[config.mk]
export PLATFORM = sky130hd
export DESIGN_NAME = sfsc_core
export DESIGN_NICKNAME = d
export VERILOG_FILES = /design/src/shared/sfsc_pkg.sv /design/src/verilog/sfsc_buffer.sv /design/src/verilog/sfsc_core.sv
export VERILOG_INCLUDE_DIRS = /design/src /design/src/shared
export SDC_FILE = /design/constraint.sdc
export NUM_CORES = 1
export LEC_CHECK = 0
export ABC_AREA = 0
export BUFFER_PORTS_ARGS = -buffer_cell sky130_fd_sc_hd__buf_2
export CORE_MARGIN = 3
export CORE_UTILIZATION = 40
export DETAILED_ROUTE_END_ITERATION = 12
export MAX_ROUTING_LAYER = met4
export PLACE_DENSITY_LB_ADDON = 0.25
export SYNTH_ARGS = -nofsm -noshare
export SYNTH_HDL_FRONTEND = slang
export SYNTH_SLANG_ARGS = --single-unit
[constraint.sdc]
create_clock -name i_clock -period 2.79 [get_ports i_clock]
set_input_delay 0.279 -clock i_clock [delete_from_list [all_inputs] [get_ports i_clock]]
set_output_delay 0.279 -clock i_clock [all_outputs]
set_load 0.05 [all_outputs]
[src/shared/sfsc_defines.svh]
`ifndef SFSC_DEFINES_SVH
`define SFSC_DEFINES_SVH

`define SFSC_ADDR_W          4
`define SFSC_OFS_CONTROL     4'h0
`define SFSC_OFS_BAUD        4'h4
`define SFSC_OFS_DATA        4'h8
`define SFSC_OFS_STATUS      4'hC

`define SFSC_BIT_FRM_EN      31
`define SFSC_BIT_SYNC_DIR    30
`define SFSC_BIT_SYNC_POL    29
`define SFSC_BIT_MSS_EN      28
`define SFSC_BIT_SYNC_WIDTH  27
`define SFSC_BIT_CNT_HI      26
`define SFSC_BIT_CNT_LO      24
`define SFSC_BIT_CLK_SEL     23
`define SFSC_BIT_ON          15
`define SFSC_BIT_CKE         8
`define SFSC_BIT_CKP         6
`define SFSC_BIT_MASTER      5
`define SFSC_BIT_AUDIO       4

`define SFSC_CONTROL_RESET   32'h0000_0000
`define SFSC_CONTROL_MASK    32'hFF80_8170
`define SFSC_BAUD_RESET      8'h01
`define SFSC_CHAR_BITS       8
`define SFSC_CNT_W           6

`define SFSC_CLK_MHZ         125
`define SFSC_CLK_PERIOD_NS   8

`endif

[src/shared/sfsc_pkg.sv]
package sfsc_pkg;

	typedef enum logic [2:0] {
		SFSC_IDLE  = 3'b000,
		SFSC_SYNC  = 3'b001,
		SFSC_SHIFT = 3'b011,
		SFSC_DONE  = 3'b010
	} sfsc_state_t;

	typedef logic [7:0] sfsc_char_t;

endpackage

[src/verilog/sfsc_buffer.sv]
`timescale 1ns/1ns
`default_nettype none

// Two-entry skid buffer; full rate with registered ready
module sfsc_buffer (
	// Clock and reset
	input  wire logic       i_clock,
	input  wire logic       i_sys_rst,
	// Fill side
	input  wire logic       i_in_valid,
	input  wire logic [7:0] i_in_data,
	output logic            o_in_ready,
	// Drain side
	output logic            o_out_valid,
	output logic [7:0]      o_out_data,
	input  wire logic       i_out_ready
);

	typedef struct packed {
		logic [7:0] slot0;
		logic [7:0] slot1;
		logic [1:0] count;
	} sfsc_buf_state_t;

	sfsc_buf_state_t state_reg;
	sfsc_buf_state_t state_next;

	logic push;
	logic pop;

	assign o_in_ready  = (state_reg.count != 2'h2);
	assign o_out_valid = (state_reg.count != 2'h0);
	assign o_out_data  = state_reg.slot0;
	assign push        = i_in_valid && o_in_ready;
	assign pop         = o_out_valid && i_out_ready;

	always_comb begin
		state_next = state_reg;
		if (pop) begin
			state_next.slot0 = state_reg.slot1;
		end
		if (push) begin
			if (state_reg.count == 2'h0 || (state_reg.count == 2'h1 && pop)) begin
				state_next.slot0 = i_in_data;
			end else begin
				state_next.slot1 = i_in_data;
			end
		end
		case ({push, pop})
			2'b10: state_next.count = state_reg.count + 2'h1;
			2'b01: state_next.count = state_reg.count - 2'h1;
			default: state_next.count = state_reg.count;
		endcase
	end

	always_ff @(posedge i_clock) begin
		if (i_sys_rst) begin
			state_reg <= '0;
		end else begin
			state_reg <= state_next;
		end
	end

endmodule

`default_nettype wire

[src/verilog/sfsc_core.sv]
// The plain strobed port and the register offsets are this design's own decisions.
`timescale 1ns/1ns
`default_nettype none
`include "sfsc_defines.svh"

module sfsc_core (
	// Clock and reset
	input  wire logic                       i_clock,
	input  wire logic                       i_sys_rst,
	// Register port
	input  wire logic [`SFSC_ADDR_W-1:0]    i_addr,
	input  wire logic [31:0]                i_wdata,
	input  wire logic                       i_wr,
	input  wire logic                       i_rd,
	output logic [31:0]                     o_rdata,
	// Baud sources
	input  wire logic                       i_ref_tick,
	// Transmit data stream
	input  wire logic                       i_tx_valid,
	input  wire logic [7:0]                 i_tx_data,
	output logic                            o_tx_ready,
	// Serial pins
	output logic                            o_sck,
	output logic                            o_sdo,
	input  wire logic                       i_sdi,
	input  wire logic                       i_sel,
	output logic                            o_sel,
	output logic                            o_sel_oe,
	// Status
	output logic                            o_busy
);

	typedef struct packed {
		logic [31:0]             control;
		logic [7:0]              baud_div;
		logic [7:0]              baud_cnt;
		sfsc_pkg::sfsc_state_t   fsm;
		logic [7:0]              shift;
		logic [7:0]              rx_shift;
		logic [7:0]              rx_data;
		logic                    rx_full;
		logic [3:0]              bit_cnt;
		logic                    phase;
		logic [`SFSC_CNT_W-1:0]  char_cnt;
		logic                    sync_act;
		logic                    sel_act;
		logic                    sck;
		logic                    sdo;
		logic                    sel_prev;
		logic [31:0]             rdata;
	} sfsc_core_state_t;

	sfsc_core_state_t s_reg;
	sfsc_core_state_t s_next;

	logic                   buf_valid;
	logic [7:0]             buf_data;
	logic                   buf_ready;
	logic                   frm_en;
	logic                   sync_out;
	logic                   pol;
	logic                   ckp_eff;
	logic                   master;
	logic                   baud_tick;
	logic                   ext_sync;
	logic [`SFSC_CNT_W-1:0] period;

	// Characters between sync pulses; reserved codes fall back to one
	function automatic logic [`SFSC_CNT_W-1:0] sync_period(input logic [2:0] code);
		case (code)
			3'b101: sync_period = 6'd32;
			3'b100: sync_period = 6'd16;
			3'b011: sync_period = 6'd8;
			3'b010: sync_period = 6'd4;
			3'b001: sync_period = 6'd2;
			default: sync_period = 6'd1;
		endcase
	endfunction

	sfsc_buffer u_buffer (
		.i_clock     (i_clock),
		.i_sys_rst   (i_sys_rst),
		.i_in_valid  (i_tx_valid),
		.i_in_data   (i_tx_data),
		.o_in_ready  (o_tx_ready),
		.o_out_valid (buf_valid),
		.o_out_data  (buf_data),
		.i_out_ready (buf_ready)
	);

	assign frm_en   = s_reg.control[`SFSC_BIT_FRM_EN];
	assign sync_out = ~s_reg.control[`SFSC_BIT_SYNC_DIR];
	assign pol      = s_reg.control[`SFSC_BIT_SYNC_POL];
	assign master   = s_reg.control[`SFSC_BIT_MASTER];
	assign ckp_eff  = s_reg.control[`SFSC_BIT_CKP] | s_reg.control[`SFSC_BIT_AUDIO];
	// Reference ticks are expected pre-synchronised as one-cycle pulses
	assign baud_tick = s_reg.control[`SFSC_BIT_CLK_SEL] ? i_ref_tick : 1'b1;
	assign period   = frm_en ? sync_period(s_reg.control[`SFSC_BIT_CNT_HI:`SFSC_BIT_CNT_LO])
	                         : 6'd1;
	// Partner-driven sync start, seen as an edge to its active level
	assign ext_sync = frm_en && !sync_out && (i_sel == pol) && (s_reg.sel_prev != pol);
	assign buf_ready = s_reg.control[`SFSC_BIT_ON] && (s_reg.fsm == sfsc_pkg::SFSC_IDLE)
	                   && (frm_en && !sync_out ? ext_sync : master);

	always_comb begin
		s_next          = s_reg;
		s_next.sel_prev = i_sel;
		s_next.rdata    = 32'h0000_0000;
		if (i_wr) begin
			case (i_addr)
				`SFSC_OFS_CONTROL: s_next.control = i_wdata & `SFSC_CONTROL_MASK;
				`SFSC_OFS_BAUD:    s_next.baud_div = i_wdata[7:0];
				default: ;
			endcase
		end
		if (i_rd) begin
			case (i_addr)
				`SFSC_OFS_CONTROL: s_next.rdata = s_reg.control;
				`SFSC_OFS_BAUD:    s_next.rdata = {24'h000000, s_reg.baud_div};
				`SFSC_OFS_DATA: begin
					s_next.rdata   = {24'h000000, s_reg.rx_data};
					s_next.rx_full = 1'b0;
				end
				`SFSC_OFS_STATUS:  s_next.rdata = {29'h0, s_reg.rx_full, buf_valid,
				                                   s_reg.fsm != sfsc_pkg::SFSC_IDLE};
				default:           s_next.rdata = 32'h0000_0000;
			endcase
		end
		case (s_reg.fsm)
			sfsc_pkg::SFSC_IDLE: begin
				s_next.sck      = ckp_eff;
				s_next.sel_act  = 1'b0;
				s_next.sync_act = 1'b0;
				if (buf_ready && buf_valid) begin
					s_next.shift    = buf_data;
					s_next.bit_cnt  = 4'h0;
					s_next.phase    = 1'b0;
					s_next.baud_cnt = 8'h00;
					s_next.sel_act  = !frm_en;
					if (frm_en && sync_out && s_reg.char_cnt == 6'd0) begin
						s_next.sync_act = 1'b1;
					end
					s_next.fsm = sfsc_pkg::SFSC_SHIFT;
				end
			end
			sfsc_pkg::SFSC_SHIFT: begin
				if (baud_tick) begin
					if (s_reg.baud_cnt >= s_reg.baud_div) begin
						s_next.baud_cnt = 8'h00;
						s_next.phase    = ~s_reg.phase;
						s_next.sck      = ~s_reg.sck;
						if (!s_reg.phase) begin
							s_next.sdo      = s_reg.shift[7];
							s_next.rx_shift = {s_reg.rx_shift[6:0], i_sdi};
						end else begin
							s_next.shift   = {s_reg.shift[6:0], 1'b0};
							s_next.bit_cnt = s_reg.bit_cnt + 4'h1;
							// One clock wide sync ends after first bit
							if (!s_reg.control[`SFSC_BIT_SYNC_WIDTH]) begin
								s_next.sync_act = 1'b0;
							end
							if (s_reg.bit_cnt == 4'(`SFSC_CHAR_BITS - 1)) begin
								// Character-wide sync ends with the last bit, not one cycle late
								s_next.sync_act = 1'b0;
								s_next.fsm      = sfsc_pkg::SFSC_DONE;
							end
						end
					end else begin
						s_next.baud_cnt = s_reg.baud_cnt + 8'h01;
					end
				end
			end
			sfsc_pkg::SFSC_DONE: begin
				s_next.sync_act = 1'b0;
				s_next.sel_act  = 1'b0;
				s_next.rx_data  = s_reg.rx_shift;
				s_next.rx_full  = 1'b1;
				s_next.char_cnt = (s_reg.char_cnt + 6'd1 >= period) ? 6'd0
				                  : s_reg.char_cnt + 6'd1;
				s_next.fsm      = sfsc_pkg::SFSC_IDLE;
			end
			default: s_next.fsm = sfsc_pkg::SFSC_IDLE;
		endcase
		if (!s_reg.control[`SFSC_BIT_ON] || !frm_en) begin
			if (!frm_en) begin
				s_next.char_cnt = 6'd0;
			end
		end
	end

	always_ff @(posedge i_clock) begin
		if (i_sys_rst) begin
			s_reg          <= '0;
			s_reg.control  <= `SFSC_CONTROL_RESET;
			s_reg.baud_div <= `SFSC_BAUD_RESET;
			s_reg.fsm      <= sfsc_pkg::SFSC_IDLE;
		end else begin
			s_reg <= s_next;
		end
	end

	assign o_rdata = s_reg.rdata;
	assign o_sck   = s_reg.sck;
	assign o_sdo   = s_reg.sdo;
	assign o_busy  = (s_reg.fsm != sfsc_pkg::SFSC_IDLE);
	// Select pin: sync output in framed mode, auto select in master mode
	assign o_sel    = frm_en ? (s_reg.sync_act ? pol : ~pol)
	                         : (s_reg.sel_act ? pol : ~pol);
	assign o_sel_oe = s_reg.control[`SFSC_BIT_ON] &&
	                  (frm_en ? sync_out
	                          : (master && s_reg.control[`SFSC_BIT_MSS_EN]));

endmodule

`default_nettype wire

==> key figures <==
Final layout
  • Commonest non-fill, non-tap cell in the layout: dfxtp_1
  • Max reg flops: 68
  • Ant. Diodes: 0
  • Synth-to-layout area growth: 10.4%
  • NumNets Final: 722
  • Most frequent cells in the layout: dfxtp_1, nor2_1, buf_2
  • Share of cells above drive strength 1: 0.159

Timing
  • Period minus WS final: 2440 ps
  • Final Hold Viols: 0
  • Setup_tns: 0 ps
  • RSZ-0062 raised after global routing: no
  • Worst-margin pin slew: 919 ps
  • # setup viols final: 0
  • Max frequency: 410 MHz
  • Slew HR: 0.386
  • Period utilization: 0.873
  • Layout Skew: 10.8 ps
  • Setup WS post-layout: 353 ps
  • Slew Viols, Final: 0

Route
  • Initial DRC count: 348
  • Total Wirelength: 11.8 mm
  • Vias per inst: 5.08
  • DRC violations left: 0
  • DR pass1 iterations: 4
  • Drt wl/cell: 14.3 um
  • Post-DRT Antenna Nets: 0
  • Via count: 4167

Placed design
  • Gpl congestion: 0.849
  • Pre-CTS setup slack: 371 ps
  • Port Buffers: 63
  • DP Wirelength: 8.68 mm

Logic synthesis
  • Synthesized flop and latch total: 110
  • Post-synth EDFFs: 0
  • Top FF cell, synth: dfxtp_1
  • Register area share after synthesis: 0.411
  • Post-Syn Instances: 605
  • Yosys warns: 0
  • Async set-reset flop share out of synthesis: 0
  • Syn Area/Cell: 8.86 sq um
  • Mapped Area: 5360 sq um
  • Synth unique cells: 54

Critical path
  • Crit path from: s_reg[76]$_SDFFE_PP0P_
  • Reg-to-reg startpoint: s_reg[76]$_SDFFE_PP0P_
  • Crit. End Element: flip-flop
  • WP data required: 3030 ps
  • Crit path launch type: flip-flop
  • Critical Path AT: 2680 ps
  • Kind of critical path: flip-flop to flip-flop
  • Peak fanout along the critical path: 10

Global routing
  • Global-route usage over all layers: 0.169
  • GRT overflow: 0
  • Vias in the first global route: 3984
  • Largest net degree at the start of global routing: 76
  • Initial antenna violation count: 0
  • First-pass GRT wire length: 19.4 mm

Run
  • Max_cap viols: 0

Clock tree
  • Max Root-Sink Buffers: 2
  • H-Tree Depth: 3
  • CTS Buf Count: 9
  • CTS tree: yes
  • Clock root cell: clkbuf_16
  • Cts repair resizes: 0
  • Worst skew pair latency: 350 ps
  • Hold-fix buffers, CTS: 0
  • CTS clk-pin slew, worst paths: 70 ps
  • Clock sink count: 110
  • Post-CTS repair timing setup buffer count: 0

Floorplan
  • Rows: 41
  • Initial Utilization: 0.416
  • Die area: 14800 sq um
  • Die H: 122 um
  • Io pins: 90
  • Die width: 122 um
  • Area of the core: 12900 sq um

Pwr
  • P per Cell Area: 579 nW/um^2
  • Peak VDD IR: 0.510 mV
  • Static Leak: 2.41 nW

Outcome
  • Status: completed

Worst hold path
  • Worst min path class: input port to flip-flop
  • Hold Path Origin: i_wdata[0]
layout make-up:
class,instances,area [sq um]
inverters,26,97.6
fillers,1283,6960
clock inverters,3,22.5
well taps,172,215
multi-input cells,424,2760
repair buffers,73,390
clock buffers,12,236
flip-flops and latches,110,2200
critical path, cell delays in order (launching register included):
cell	delay [ps]
dfxtp_1	390
inv_1	100
ha_1	290
nand2b_1	150
a2111oi_2	520
or3_4	260
a221oi_4	70
buf_4	200
a2111oi_2	350
per-stage QoR:
step,utilization,hold WS [ps],cells,total power [mW],instance area (sq um)
detailed placement,0.440,457,805,2.30,5660
global placement,0.440,440,805,2.29,5660
finish,0.460,149,820,3.43,5920
CTS,0.460,139,820,3.47,5920
global route,0.460,158,820,3.60,5920
floorplan,-,404,617,2.16,5410
cells in the mapped netlist (2+ instances only):
cell	count	area, sq um
a2111oi_2	8	120
a211oi_1	11	82.6
a21o_1	3	22.5
a21oi_1	35	175
a221o_1	2	20.0
a22oi_1	5	37.5
a31oi_1	4	25.0
and2_1	13	81.3
and3_1	4	25.0
buf_1	8	30.0
buf_2	4	20.0
buf_4	33	248
clkbuf_1	11	41.3
clkinv_1	2	7.51
dfxtp_1	110	2200
ha_1	26	325
inv_1	24	90.1
mux2i_1	48	480
nand2_1	56	210
nand2b_1	9	56.3
nand3_1	23	115
nand3b_1	3	22.5
nand4_1	7	43.8
nor2_1	85	319
nor2b_1	7	43.8
nor3_1	6	30.0
nor3_2	2	20.0
nor4_1	3	18.8
o211ai_1	4	30.0
o21ai_0	11	55.1
o31ai_1	2	15.0
or3_1	3	18.8
xnor2_1	5	43.8
xor2_1	8	70.1
worst paths after layout:
path / endpoint / slack (ps) / cells past startpoint
hold / removal: s_reg[84]$_SDFFE_PP1P_ / 150 / 3
setup / recovery: s_reg[67]$_SDFFE_PP0P_ / 350 / 8
hold reg to reg: s_reg[68]$_SDFFE_PP0P_ / 460 / 2
setup reg to reg: s_reg[67]$_SDFFE_PP0P_ / 350 / 8
per-layer routing:
layer / track usage / routed length, um / vias to the layer above
met5: - / 0 / -
met4: 0.0511 / 154 / 0
met3: 0.0409 / 804 / 9
met2: 0.268 / 5430 / 100
met1: 0.213 / 5360 / 1949
li1: - / - / 2109
cells by family after synthesis:
group,synth area share
flip-flops,0.411
AO/OA/AOI/OAI,0.134
AND/OR/NAND/NOR,0.200
XOR/XNOR,0.0212
buffers and inverters,0.0836
adder cells (fa/ha/maj),0.0607
other,0.000700
multiplexers,0.0896
where the power goes:
part | leakage (nW) | total, mW | switching [mW] | internal (mW)
clock network | 0.127 | 1.16 | 0.554 | 0.604
logic | 1.39 | 0.599 | 0.398 | 0.201
registers | 0.890 | 1.67 | 0.0444 | 1.63
No activity file was read; power rests on OpenSTA's default activity.
